### config.mk
export PLATFORM = sky130hd
export DESIGN_NAME = tpw_waveform_unit
export DESIGN_NICKNAME = d
export VERILOG_FILES = /design/src/verilog/tpw_pkg.sv /design/src/verilog/tpw_waveform_unit.sv
export SDC_FILE = /design/constraint.sdc
export NUM_CORES = 1
export LEC_CHECK = 0
export BUFFER_PORTS_ARGS = -buffer_cell sky130_fd_sc_hd__buf_2
export CAP_MARGIN = 20
export CORE_ASPECT_RATIO = 0.7
export CORE_MARGIN = 1.5
export CORE_UTILIZATION = 60
export DETAILED_ROUTE_END_ITERATION = 16
export GPL_TIMING_DRIVEN = 1
export PLACE_DENSITY = 0.84
export SKIP_LAST_GASP = 1
export SYNTH_ARGS = -nofsm -noshare
export SYNTH_HDL_FRONTEND = slang
export SYNTH_SLANG_ARGS = --single-unit
### constraint.sdc
create_clock -name clock_in -period 7.7 [get_ports clock_in]
set_clock_uncertainty 0.15 [all_clocks]
set_input_delay 1.54 -clock clock_in [delete_from_list [all_inputs] [get_ports clock_in]]
set_output_delay 1.54 -clock clock_in [all_outputs]
set_load 0.01 [all_outputs]
### src/verilog/tpw_pkg.sv
// Shared constants and types for the timer PWM waveform unit
package tpw_pkg;
    // Register byte offsets on APB
    localparam logic [7:0] TPW_CTRL_A_OFF = 8'h00;
    localparam logic [7:0] TPW_CTRL_B_OFF = 8'h04;
    localparam logic [7:0] TPW_COUNT_OFF = 8'h08;
    localparam logic [7:0] TPW_CMP_A_OFF = 8'h0c;
    localparam logic [7:0] TPW_CMP_B_OFF = 8'h10;
    localparam logic [7:0] TPW_FLAGS_OFF = 8'h14;
    // Field positions
    localparam int TPW_WAVE_HI_POS = 3;
    localparam int TPW_FLAG_OVF_POS = 0;
    localparam int TPW_FLAG_MA_POS = 1;
    localparam int TPW_FLAG_MB_POS = 2;
    // Reset values
    localparam logic [7:0] TPW_CTRL_A_RST = 8'h00;
    localparam logic [7:0] TPW_CTRL_B_RST = 8'h00;
    localparam logic [7:0] TPW_COUNT_RST = 8'h00;
    localparam logic [7:0] TPW_CMP_RST = 8'h00;
    localparam logic [2:0] TPW_FLAGS_RST = 3'h0;
    // Count extremes
    localparam logic [7:0] TPW_BOTTOM = 8'h00;
    localparam logic [7:0] TPW_MAX = 8'hff;
    // Prescaler masks: tick when the low prescaler bits are all ones
    localparam logic [9:0] TPW_DIV1_MASK = 10'h000;
    localparam logic [9:0] TPW_DIV8_MASK = 10'h007;
    localparam logic [9:0] TPW_DIV64_MASK = 10'h03f;
    localparam logic [9:0] TPW_DIV256_MASK = 10'h0ff;
    localparam logic [9:0] TPW_DIV1024_MASK = 10'h3ff;

    typedef enum logic [2:0] {
        TPW_WM_NORMAL = 3'b000,
        TPW_WM_PC_MAX = 3'b001,
        TPW_WM_CTC = 3'b010,
        TPW_WM_FAST_MAX = 3'b011,
        TPW_WM_RSV4 = 3'b100,
        TPW_WM_PC_CMP = 3'b101,
        TPW_WM_RSV6 = 3'b110,
        TPW_WM_FAST_CMP = 3'b111
    } tpw_wave_mode_e;

    typedef struct packed {
        logic [1:0] chan_a_output_mode;
        logic [1:0] chan_b_output_mode;
        logic [1:0] rsvd;
        logic [1:0] waveform_mode_low_bits;
    } tpw_ctrl_a_s;
endpackage

### src/verilog/tpw_waveform_unit.sv
// Timer PWM waveform unit: counter, compare channels and APB registers
//
// How it works
// - Fast PWM counts bottom to TOP, restarts
// - Fixed-TOP fast PWM period is 256 ticks
// - Compare bottom spikes, compare MAX holds level
// - Fast PWM toggle mode halves match rate
// - Modes 1/5 count up then down
// - Counter holds TOP one tick, then reverses
// - Phase correct: clear up-match, set down-match
// - Phase correct overflow flag set at bottom
// - Fixed-TOP phase correct period is 510 ticks
// - Phase correct extremes give constant levels
// - Missed up-match transition still made
// - Nonzero output mode routes waveform to pin, except PWM mode 01 without toggle
// - Control A field layout, resets zero
// - Non-PWM: disconnect, toggle, clear, set
// - Fast PWM: match action, opposite at TOP
// - Mode 01 toggles only with high bit
// - Channel B never offers toggle in PWM
// - Phase correct mode 10/11 up/down actions
// - Compare equal TOP: action done at TOP
// - Tick is a clock enable only
// - Fast PWM overflow at TOP, then clear
`timescale 1ns/1ps
module tpw_waveform_unit
    import tpw_pkg::*;
(
    // Clock and reset
    input wire logic clock_in,
    input wire logic rst_n_in,
    // APB slave
    input wire logic psel_in,
    input wire logic penable_in,
    input wire logic pwrite_in,
    input wire logic [7:0] paddr_in,
    input wire logic [31:0] pwdata_in,
    output logic [31:0] prdata_out,
    output logic pready_out,
    output logic pslverr_out,
    // Waveform pins and routing
    output logic chan_a_wave_out,
    output logic chan_b_wave_out,
    output logic chan_a_pin_sel_out,
    output logic chan_b_pin_sel_out,
    // Event flags
    output logic [2:0] flags_out
);

    function automatic logic [9:0] presc_mask(input logic [2:0] sel);
        case (sel)
            3'h1: presc_mask = TPW_DIV1_MASK;
            3'h2: presc_mask = TPW_DIV8_MASK;
            3'h3: presc_mask = TPW_DIV64_MASK;
            3'h4: presc_mask = TPW_DIV256_MASK;
            default: presc_mask = TPW_DIV1024_MASK;
        endcase
    endfunction

    // Next level of a compare output for one tick
    function automatic logic wave_next(input logic cur, input logic [1:0] mode,
        input logic tog_ok, input logic mtch, input logic top_evt, input logic up,
        input logic fast, input logic pc, input logic special, input logic miss_up);
        logic res;
        res = cur;
        if (fast || pc) begin
            if (mode == 2'b01) begin
                if (tog_ok && mtch) begin
                    res = ~cur;
                end
            end else if (mode[1]) begin
                if (fast) begin
                    if (mtch && !special) begin
                        res = mode[0];
                    end
                    if (top_evt) begin
                        res = ~mode[0];
                    end
                end else if (miss_up) begin
                    res = mode[0];
                end else if (special) begin
                    if (top_evt) begin
                        res = ~mode[0];
                    end
                end else if (mtch) begin
                    res = up ? mode[0] : ~mode[0];
                end
            end
        end else if (mtch) begin
            case (mode)
                2'b01: res = ~cur;
                2'b10: res = 1'b0;
                2'b11: res = 1'b1;
                default: res = cur;
            endcase
        end
        wave_next = res;
    endfunction

    tpw_ctrl_a_s ctrl_a_reg;
    logic [7:0] ctrl_b_reg;
    logic [7:0] count_reg;
    logic [7:0] cmp_reg [2];
    logic [7:0] cmp_buf_reg [2];
    logic [2:0] flags_reg;
    logic [2:0] flags_next;
    logic [9:0] presc_reg;
    logic tick_reg;
    logic dir_up_reg;
    logic [1:0] seen_up_reg;
    logic [1:0] wave_reg;
    logic [1:0] pin_sel_reg;
    logic [31:0] prdata_reg;
    logic pready_reg;
    logic pslverr_reg;
    logic [2:0] wave_mode;
    logic fast_mode;
    logic pc_mode;
    logic pwm_mode;
    logic [7:0] top_val;
    logic at_top;
    logic bus_access;
    logic bus_write;
    logic addr_hit;
    logic [31:0] read_mux;
    logic [1:0] chan_mode [2];
    logic [1:0] match;
    logic [1:0] miss_up;
    logic [1:0] special;
    logic ovf_event;

    assign wave_mode = {ctrl_b_reg[TPW_WAVE_HI_POS], ctrl_a_reg.waveform_mode_low_bits};
    assign fast_mode = (wave_mode == TPW_WM_FAST_MAX) || (wave_mode == TPW_WM_FAST_CMP);
    assign pc_mode = (wave_mode == TPW_WM_PC_MAX) || (wave_mode == TPW_WM_PC_CMP);
    assign pwm_mode = fast_mode || pc_mode;
    // TOP from compare A in CTC and the high PWM modes; fixed MAX gives 256 or 510 ticks
    assign top_val = (wave_mode == TPW_WM_FAST_CMP || wave_mode == TPW_WM_PC_CMP ||
        wave_mode == TPW_WM_CTC) ? cmp_buf_reg[0] : TPW_MAX;
    assign at_top = (count_reg >= top_val);
    assign chan_mode[0] = ctrl_a_reg.chan_a_output_mode;
    assign chan_mode[1] = ctrl_a_reg.chan_b_output_mode;

    // APB: one wait state, access completes when pready is high
    assign bus_access = psel_in && penable_in;
    assign bus_write = bus_access && pready_reg && pwrite_in;

    always_comb begin
        addr_hit = 1'b1;
        read_mux = 32'h0000_0000;
        case (paddr_in)
            TPW_CTRL_A_OFF: read_mux = {24'h000000, ctrl_a_reg[7:4], 2'h0,
                ctrl_a_reg.waveform_mode_low_bits};
            TPW_CTRL_B_OFF: read_mux = {24'h000000, 4'h0, ctrl_b_reg[3:0]};
            TPW_COUNT_OFF: read_mux = {24'h000000, count_reg};
            TPW_CMP_A_OFF: read_mux = {24'h000000, cmp_reg[0]};
            TPW_CMP_B_OFF: read_mux = {24'h000000, cmp_reg[1]};
            TPW_FLAGS_OFF: read_mux = {29'h00000000, flags_reg};
            default: addr_hit = 1'b0;
        endcase
    end

    always_ff @(posedge clock_in or negedge rst_n_in) begin
        if (!rst_n_in) begin
            pready_reg <= 1'b0;
            prdata_reg <= 32'h0000_0000;
            pslverr_reg <= 1'b0;
        end else begin
            pready_reg <= bus_access && !pready_reg;
            pslverr_reg <= bus_access && !pready_reg && !addr_hit;
            if (bus_access && !pready_reg) begin
                prdata_reg <= pwrite_in ? 32'h0000_0000 : read_mux;
            end
        end
    end

    // Control registers; a new mode takes effect in the cycle after the write
    always_ff @(posedge clock_in or negedge rst_n_in) begin
        if (!rst_n_in) begin
            ctrl_a_reg <= TPW_CTRL_A_RST;
            ctrl_b_reg <= TPW_CTRL_B_RST;
        end else if (bus_write) begin
            if (paddr_in == TPW_CTRL_A_OFF) begin
                ctrl_a_reg <= {pwdata_in[7:4], 2'h0, pwdata_in[1:0]};
            end
            if (paddr_in == TPW_CTRL_B_OFF) begin
                ctrl_b_reg <= {4'h0, pwdata_in[3:0]};
            end
        end
    end

    // Prescaler: the tick is a one-cycle enable, never a clock
    always_ff @(posedge clock_in or negedge rst_n_in) begin
        if (!rst_n_in) begin
            presc_reg <= 10'h000;
            tick_reg <= 1'b0;
        end else begin
            presc_reg <= presc_reg + 10'h001;
            // Selects 0, 6 and 7 stop the timer; no external clock here
            tick_reg <= (ctrl_b_reg[2:0] != 3'h0) && (ctrl_b_reg[2:0] < 3'h6) &&
                ((presc_reg & presc_mask(ctrl_b_reg[2:0])) ==
                presc_mask(ctrl_b_reg[2:0]));
        end
    end

    // Counter and direction
    always_ff @(posedge clock_in or negedge rst_n_in) begin
        if (!rst_n_in) begin
            count_reg <= TPW_COUNT_RST;
            dir_up_reg <= 1'b1;
        end else if (bus_write && paddr_in == TPW_COUNT_OFF) begin
            count_reg <= pwdata_in[7:0];
        end else if (tick_reg) begin
            if (pc_mode) begin
                if (dir_up_reg) begin
                    if (at_top && top_val != TPW_BOTTOM) begin
                        count_reg <= top_val - 8'h01;
                        dir_up_reg <= 1'b0;
                    end else if (!at_top) begin
                        count_reg <= count_reg + 8'h01;
                    end
                end else if (count_reg == TPW_BOTTOM) begin
                    count_reg <= count_reg + 8'h01;
                    dir_up_reg <= 1'b1;
                end else begin
                    count_reg <= count_reg - 8'h01;
                end
            end else begin
                dir_up_reg <= 1'b1;
                count_reg <= at_top ? TPW_BOTTOM : count_reg + 8'h01;
            end
        end
    end

    assign ovf_event = tick_reg && (pc_mode ? (!dir_up_reg && count_reg == 8'h01) :
        (at_top && (fast_mode || count_reg == TPW_MAX)));
    // Sticky flags, write one to clear; a new event beats the clear
    always_comb begin
        flags_next = flags_reg;
        if (bus_write && paddr_in == TPW_FLAGS_OFF) begin
            flags_next = flags_reg & ~pwdata_in[2:0];
        end
        flags_next[TPW_FLAG_OVF_POS] = flags_next[TPW_FLAG_OVF_POS] | ovf_event;
        flags_next[TPW_FLAG_MA_POS] = flags_next[TPW_FLAG_MA_POS] | match[0];
        flags_next[TPW_FLAG_MB_POS] = flags_next[TPW_FLAG_MB_POS] | match[1];
    end

    always_ff @(posedge clock_in or negedge rst_n_in) begin
        if (!rst_n_in) begin
            flags_reg <= TPW_FLAGS_RST;
        end else begin
            flags_reg <= flags_next;
        end
    end

    // Compare channels: A at index 0, B at index 1
    for (genvar i = 0; i < 2; i++) begin : g_chan
        localparam logic [7:0] CMP_OFF = (i == 0) ? TPW_CMP_A_OFF : TPW_CMP_B_OFF;
        // Toggle in PWM exists only on channel A, with the high mode bit set
        localparam logic IS_A = (i == 0);
        assign match[i] = tick_reg && (count_reg == cmp_buf_reg[i]);
        assign special[i] = (cmp_buf_reg[i] == top_val) && chan_mode[i][1];
        assign miss_up[i] = tick_reg && pc_mode && dir_up_reg && at_top && ((!seen_up_reg[i] &&
            !match[i]) || (cmp_buf_reg[i] == TPW_MAX && cmp_reg[i] != TPW_MAX));

        always_ff @(posedge clock_in or negedge rst_n_in) begin
            if (!rst_n_in) begin
                cmp_reg[i] <= TPW_CMP_RST;
            end else if (bus_write && paddr_in == CMP_OFF) begin
                cmp_reg[i] <= pwdata_in[7:0];
            end
        end

        // Double buffered in PWM, loaded at TOP; direct otherwise
        always_ff @(posedge clock_in or negedge rst_n_in) begin
            if (!rst_n_in) begin
                cmp_buf_reg[i] <= TPW_CMP_RST;
            end else if (!pwm_mode || (tick_reg && at_top)) begin
                cmp_buf_reg[i] <= cmp_reg[i];
            end
        end

        always_ff @(posedge clock_in or negedge rst_n_in) begin
            if (!rst_n_in) begin
                seen_up_reg[i] <= 1'b0;
            end else if (bus_write && paddr_in == TPW_COUNT_OFF) begin
                seen_up_reg[i] <= 1'b0;
            end else if (tick_reg && count_reg == TPW_BOTTOM) begin
                seen_up_reg[i] <= match[i];
            end else if (match[i] && dir_up_reg) begin
                seen_up_reg[i] <= 1'b1;
            end
        end

        always_ff @(posedge clock_in or negedge rst_n_in) begin
            if (!rst_n_in) begin
                wave_reg[i] <= 1'b0;
            end else if (tick_reg) begin
                wave_reg[i] <= wave_next(wave_reg[i], chan_mode[i],
                    IS_A && ctrl_b_reg[TPW_WAVE_HI_POS], match[i], at_top,
                    dir_up_reg || count_reg == TPW_BOTTOM, fast_mode, pc_mode,
                    special[i], miss_up[i]);
            end
        end

        always_ff @(posedge clock_in or negedge rst_n_in) begin
            if (!rst_n_in) begin
                pin_sel_reg[i] <= 1'b0;
            end else begin
                pin_sel_reg[i] <= (chan_mode[i] != 2'b00) && !(pwm_mode &&
                    chan_mode[i] == 2'b01 && !(IS_A && ctrl_b_reg[TPW_WAVE_HI_POS]));
            end
        end
    end

    assign prdata_out = prdata_reg;
    assign pready_out = pready_reg;
    assign pslverr_out = pslverr_reg;
    assign chan_a_wave_out = wave_reg[0];
    assign chan_b_wave_out = wave_reg[1];
    assign chan_a_pin_sel_out = pin_sel_reg[0];
    assign chan_b_pin_sel_out = pin_sel_reg[1];
    assign flags_out = flags_reg;
endmodule

After elaboration in Yosys (flattened, before gate mapping)
Index checks and enable logic that the tools add are counted.
{"block": "totals", "register_bits": 105, "inputBits": 45, "elab_cells": 216}
{"block": "op_classes", "n_addsub": 4, "magnitude_cmp": 2, "n_eq_ne": 40, "n_mux": 52, "bitwise_logic": 11, "reduce_logical": 85}
{"cell": "$mux 8", "n": 9}
{"cell": "$pmux 8 s6", "n": 1}
{"cell": "$logic_and 1x1->1", "n": 40}
{"cell": "$pmux 10 s4", "n": 1}
{"cell": "$mux 1", "n": 37}
{"cell": "$eq 8x8->1", "n": 4}
{"cell": "$mux 32", "n": 1}
{"cell": "$eq 8x8->1 const B", "n": 3}
{"cell": "$eq 8x4->1 const B", "n": 2}
{"cell": "$eq 8x5->1 const B", "n": 2}
{"cell": "$logic_not 8->1", "n": 2}
{"cell": "$ne 8x8->1 const B", "n": 2}
{"cell": "$reduce_and 8->1", "n": 2}
{"cell": "$sub 8x1->8 const B", "n": 2}
{"cell": "$logic_not 1->1", "n": 13}
{"cell": "$eq 3x2->1 const B", "n": 4}
{"cell": "$add 10x1->10 const B", "n": 1}
{"cell": "$and 10x10->10", "n": 1}
{"cell": "$eq 10x10->1", "n": 1}
{"cell": "$logic_or 1x1->1", "n": 10}
{"cell": "$reduce_bool 2->1", "n": 5}
{"cell": "$reduce_bool 5->1", "n": 2}
{"cell": "$eq 3x3->1 const B", "n": 3}
{"cell": "$reduce_bool 3->1", "n": 3}
{"cell": "25 further kinds", "n": 43}

Longest topological paths before layout
{"block": "logic_depth", "depth_word": 14, "mapped_depth": 16, "depth_no_buf": 12}

Worst setup path after synthesis
No wires, ideal clock.
{"block": "synth_path", "kind": "register to register", "start": "register ctrl_b_reg[3]", "end": "register cmp_buf_reg[0] (netlist name)", "setup_ns": 0.125, "t_arrival_ns": 3.448, "t_required_ns": 7.425, "slack_ns": 3.977, "path_stages_with_launch": 15, "n_path_buf": 4, "period_less_slack_ns": 3.723, "cell_sequence": "dfrtp_1 buf_6 or3b_1 buf_2 nand2_1 nand2b_1 ha_1 nand2b_1 a21o_1 maj3_4 a221o_1 buf_6 a21oi_2 buf_4 mux2_2"}
{"block": "synth_between", "elab_chain_len": 7}
{"element": "start: declaration", "line_no": "tpw_waveform_unit.sv:101", "text": "logic [7:0] ctrl_b_reg;"}
{"element": "start signal: assignment", "line_no": "tpw_waveform_unit.sv:186", "text": "ctrl_b_reg <= {4'h0, pwdata_in[3:0]};"}
{"element": "$eq 3x3->1 (on tied branches)", "line_no": "tpw_waveform_unit.sv:133, tpw_waveform_unit.sv:137, tpw_waveform_unit.sv:134"}
{"element": "$logic_or 1x1->1 (2 in a row)", "line_no": "tpw_waveform_unit.sv:137", "text": "assign top_val = (wave_mode == TPW_WM_FAST_CMP || wave_mode == TPW_WM_PC_CMP ||"}
{"element": "$mux 8", "line_no": "tpw_waveform_unit.sv:138", "text": "wave_mode == TPW_WM_CTC) ? cmp_buf_reg[0] : TPW_MAX;"}
{"element": "$ge 8x8->1", "line_no": "tpw_waveform_unit.sv:139", "text": "assign at_top = (count_reg >= top_val);"}
{"element": "$logic_and 1x1->1", "line_no": "tpw_waveform_unit.sv:277", "text": "end else if (!pwm_mode || (tick_reg && at_top)) begin"}
{"element": "$logic_or 1x1->1 (*)", "line_no": "tpw_waveform_unit.sv:277"}
{"element": "end signal: indexed assignment", "line_no": "tpw_waveform_unit.sv:278", "text": "cmp_buf_reg[i] <= cmp_reg[i];"}
{"element": "end: declaration", "line_no": "tpw_waveform_unit.sv:104", "text": "logic [7:0] cmp_buf_reg [2];"}
Mark *: on every way between the ends. The rest lies on a longest branch, timed or not.
A chain may end at the register's enable or synchronous reset.

Worst setup path after layout
{"block": "layout_path", "start": "register ctrl_a_reg[0] (netlist name)", "end": "register cmp_buf_reg[9] (netlist name)"}
{"block": "layout_between", "elab_chain_len": 7}
{"element": "start: declaration", "line_no": "tpw_waveform_unit.sv:100", "text": "tpw_ctrl_a_s ctrl_a_reg;"}
{"element": "start signal: assignment", "line_no": "tpw_waveform_unit.sv:183", "text": "ctrl_a_reg <= {pwdata_in[7:4], 2'h0, pwdata_in[1:0]};"}
{"element": "$eq 3x3->1 (on tied branches)", "line_no": "tpw_waveform_unit.sv:133, tpw_waveform_unit.sv:137, tpw_waveform_unit.sv:134"}
{"element": "$logic_or 1x1->1 (2 in a row)", "line_no": "tpw_waveform_unit.sv:137"}
{"element": "$mux 8", "line_no": "tpw_waveform_unit.sv:138"}
{"element": "$ge 8x8->1", "line_no": "tpw_waveform_unit.sv:139"}
{"element": "$logic_and 1x1->1", "line_no": "tpw_waveform_unit.sv:277"}
{"element": "$logic_or 1x1->1 (*)", "line_no": "tpw_waveform_unit.sv:277"}
Marked as above.

==> Implementation_results.wiki <==
{| class="wikitable"
! Metric !! Value
|-
| Max FO, Critical Path || 18
|-
| Area Overhead vs Synth || 8.32%
|-
| Maximum number of pins on one net before global-route repair || 82
|-
| Share of flip-flops with an asynchronous set or reset after synthesis || 1.00
|-
| Routability congestion estimate from global placement || between 0.9 and 1
|-
| Ratio of routed vias to standard cells || roughly 6.6
|-
| Compound-gate portion of the synthesized area || 0.161
|-
| Effective utilization at floorplan || 0.632
|-
| Number of buffers inserted during clock tree synthesis || 9
|-
| Cell count after synthesis || about 590
|-
| Area share of fa/ha/maj cells after synthesis || 0.0347
|-
| Internal Dissipation || about 740 uW
|-
| Most common cell on crit path || nand2b_1
|-
| Dominant combinational cell family by area after synthesis || simple AND/OR/NAND/NOR gates
|-
| Path type of the worst setup path || flop to flop
|-
| Post-Route Setup TNS || 0 ps
|-
| Synth warnings || 0
|-
| Cell breakdown of the critical path || or3b_1 > nand2_1 > nand2b_1 > ha_1 > nand2b_1 > a21o_1 > maj3_4 > a221o_1 > a21oi_2 > mux2_2
|-
| Most used flip-flop cell after synthesis || dfrtp_1
|-
| Estimated wirelength of the detail-placed design || 11000 um
|-
| Instance count along the most critical hold path || 1
|-
| Final-layout fill cell count || a little under 700
|-
| Portion of total power attributed to combinational logic || 0.071
|-
| Number of cell rows || 28
|-
| Xor/xnor share of the synthesized area || 0.0740
|-
| Count of cell types in the netlist || 64
|-
| Sequential-to-total area share from yosys stat || 0.373
|-
| Minimum setup slack among reg-to-reg paths || 2850 ps
|-
| Post-layout net count || 660
|-
| Launch instance of the worst min-delay path || presc_reg[0]$_DFF_PN0_
|-
| Worst-margin pin slew || 896 ps
|-
| Gr ovfl total || 0
|-
| Clk_lat worst skew || between 300 and 400 ps
|-
| Clock tree buffer depth || 2
|-
| Layout cells sized above 1 || 0.182
|-
| Final critical-path share of the clock period || 0.630
|-
| Area fraction in and, or, nand and nor cells after synthesis || 0.172
|-
| Global-route wire length before repair || approximately 25000 um
|-
| Crit path max-delay family || compound AO/OA/AOI/OAI gates
|-
| Number of cells upsized or downsized after cts || 0
|-
| Worst reg2reg path startpoint || ctrl_a_reg[0]$_DFFE_PN0P_
|-
| Number of flops mapped to enable cells by yosys || 0
|-
| Vias in the first global route || 4581
|-
| Worst-case vdd ir drop || roughly 0.00018 V
|-
| Die height || roughly 83 um
|-
| Drt pass-1 iters || 6
|-
| Antenna violations before repair || 0
|-
| Final Hold Vio Count || 0
|-
| Worst max-slew margin expressed relative to the limit || 0.401
|-
| Final critical-path setup slack || between 2000 and 3000 ps
|-
| Sequential cell fraction of total power || 0.443
|-
| Buffer type at the clock tree root || clkbuf_16
|-
| Routed wire length || ~16000 um
|-
| Power share of the clock group || 0.486
|-
| Category of the worst setup path launch point || flop
|-
| FF-to-FF End || cmp_buf_reg[9]$_DFFE_PN0P_
|-
| Worst path buffer plus inverter count || 0
|-
| Worst min-delay path category || flop to flop
|-
| Drt wl/cell || around 22 um
|-
| End point of the worst hold path || presc_reg[0]$_DFF_PN0_
|-
| Number of DRC violations after detailed routing || 0
|-
| Element type at the critical path end || flop
|-
| Arr. time, crit path || 4920 ps
|-
| Total net switching power || between 200 and 250 uW
|-
| Syn avg cell area || between 9 and 10 um^2
|-
| RSZ-0062 raised after global routing || false
|-
| Switching part of the total power || 0.249
|-
| Number of endpoints failing setup at the final stage || 0
|-
| Cell area power density || approximately 170 mW/mm^2
|-
| Hold buffer count at cts || 0
|-
| Die Span X || between 100 and 150 um
|-
| Highest cell delay on the worst timing path || 820 ps
|-
| Cell with the biggest individual delay on the critical path || a21oi_2
|-
| Deepest level of the CTS H-tree || 3
|-
| Slew Viols, Final || 0
|-
| Post-DRT Antenna Nets || 0
|-
| Combined global-route utilization of all metal layers || 0.347
|-
| Final antenna diode count || 0
|-
| Std-Cell Core Area || 0.00862 mm^2
|-
| DP Worst Slack || about 3000 ps
|-
| Total number of clock tree sinks || slightly above 80
|-
| Max-capacitance violation count || 0
|-
| DIE AREA || between 0.009 and 0.01 mm^2
|-
| Vias || between 4k and 5k
|-
| Upper clock frequency limit || between 200 and 250 MHz
|-
| Required time of the critical path || slightly below 8000 ps
|-
| Clock tree from TritonCTS || built
|-
| Number of buffers inserted to repair setup after CTS || 0
|-
| Initial DRC count || 566
|-
| Leakage || 2.76 nW
|-
| Clock transition at path regs || ~60 ps
|-
| Logic depth of the worst register-to-register path || 10
|-
| IO Count || 86
|-
| Number of synthesized register bits || 81
|-
| Multiplexer area fraction after synthesis || 0.111
|-
| Cell area after technology mapping || around 0.0054 mm^2
|-
| Number of buffers added on ports || 37
|-
| Status || complete, no violations
|-
| Post-layout minimum cycle time || just under 5000 ps
|}
==> synth_stat cells (all sizes together) (3+ instances only) <==
cell type	number	area share
clkbuf	26	0.018
nand2b	4	0.0046
o32a	3	0.0055
o211ai	4	0.0055
or3	4	0.0046
xor2	24	0.039
dfrtp	80	0.37
a311oi	3	0.0048
o311ai	4	0.0097
nor2	50	0.034
mux2i	11	0.020
a31oi	5	0.0057
xnor2	22	0.035
o21ai	27	0.025
nor4	8	0.0092
nand4	16	0.018
a21oi	31	0.033
a21o	5	0.0069
ha	14	0.032
inv	14	0.0097
a22oi	5	0.0069
a221o	6	0.011
a221oi	6	0.013
and3	7	0.0080
buf	34	0.046
or4	3	0.0041
nand3	16	0.017
mux2	44	0.091
nor3	20	0.018
nor2b	4	0.0046
nand2	53	0.037
==> worst reg2reg max path, cell delays in order (launching register included) <==
cell      delay [ps]
dfrtp_1          620
or3b_1           620
nand2_1          250
nand2b_1         190
ha_1             300
nand2b_1         140
a21o_1           180
maj3_4           350
a221o_1          670
a21oi_2          830
mux2_2           430
==> final cells by class <==
type                            instances  area, um^2  area share
Multi-Input combinational cell        455        3100       0.526
Sequential cell                        81        2030       0.344
Timing Repair Buffer                   40         230      0.0390
Clock buffer                            9         225      0.0382
Tap cell                              120         150      0.0255
Clock inverter                          7         106      0.0180
Inverter                               14        52.6     0.00891
==> cells in the final DEF, fill, tap and decap left out, types with 3 or more instances in the layout <==
cell type and n:
ha_1 14, or4_1 3, o21ai_0 27, nand2_1 53
o211ai_1 4, nor2b_1 4, conb_1 24, nor3_1 20
clkbuf_16 9, a221oi_1 5, or3_1 4, nor4_1 8
dfrtp_1 80, inv_6 4, inv_1 14, nor2_1 50
xnor2_1 22, and3_1 7, mux2i_1 11, a21o_1 5
a22oi_1 5, xor2_1 24, buf_4 3, a311oi_1 3
nand2b_1 4, o32a_1 3, mux2_2 44, buf_2 36
nand4_1 16, a21oi_1 28, a31oi_1 5, a221o_1 6
nand3_1 15
==> layer usage <==
metal | GRT usage | vias up | part of all wire
met2 | 0.522 | 352 | 0.43
met1 | 0.465 | 2324 | 0.41
met5 | 0 | - | 0
met3 | 0.131 | 44 | 0.14
met4 | 0.116 | 0 | 0.023
li1 | - | 2100 | -
==> worst max path at each step <==
stage,startpoint,to,depth (start not counted)
floorplan,ctrl_b_reg[3]$_DFFE_PN0P_,cmp_buf_reg[0]$_DFFE_PN0P_,14
global placement,ctrl_a_reg[0]$_DFFE_PN0P_,cmp_buf_reg[5]$_DFFE_PN0P_,10
detailed placement,ctrl_a_reg[0]$_DFFE_PN0P_,cmp_buf_reg[9]$_DFFE_PN0P_,10
CTS,ctrl_a_reg[0]$_DFFE_PN0P_,cmp_buf_reg[9]$_DFFE_PN0P_,10
global route,ctrl_a_reg[0]$_DFFE_PN0P_,cmp_buf_reg[15]$_DFFE_PN0P_,10
finish,ctrl_a_reg[0]$_DFFE_PN0P_,cmp_buf_reg[9]$_DFFE_PN0P_,10
==> power groups by stage <==
stage / clock, mW / sequential, mW / combinational [mW]
after global routing: 0.503 / 0.437 / 0.0773
final: 0.481 / 0.438 / 0.0700
after detailed placement: 0 / 0.445 / 0.0657
after floorplan: 0 / 0.440 / 0.0502
after CTS: 0.486 / 0.437 / 0.0663
after global placement: 0 / 0.445 / 0.0634
==> metrics by stage <==
step           hold WS, ps  area, um^2   util  std cells  power [mW]
2_1_floorplan          271        5530      -        610       0.490
3_3_place_gp           285        5530  0.642        708       0.508
3_5_place_dp           298        5530  0.642        708       0.511
4_1_cts                311        5860  0.680        724       0.989
5_1_grt                338        5900  0.684        726        1.02
6_report               306        5900  0.684        726       0.988
==> logic make-up after synthesis <==
family / Yosys count
multiplexers: 55
adder cells (fa/ha/maj): 15
other: 1
flip-flops: 81
AND/OR/NAND/NOR: 194
XOR/XNOR: 46
buffers and inverters: 74
AO/OA/AOI/OAI: 121
Power figures use the tool's default switching activity.
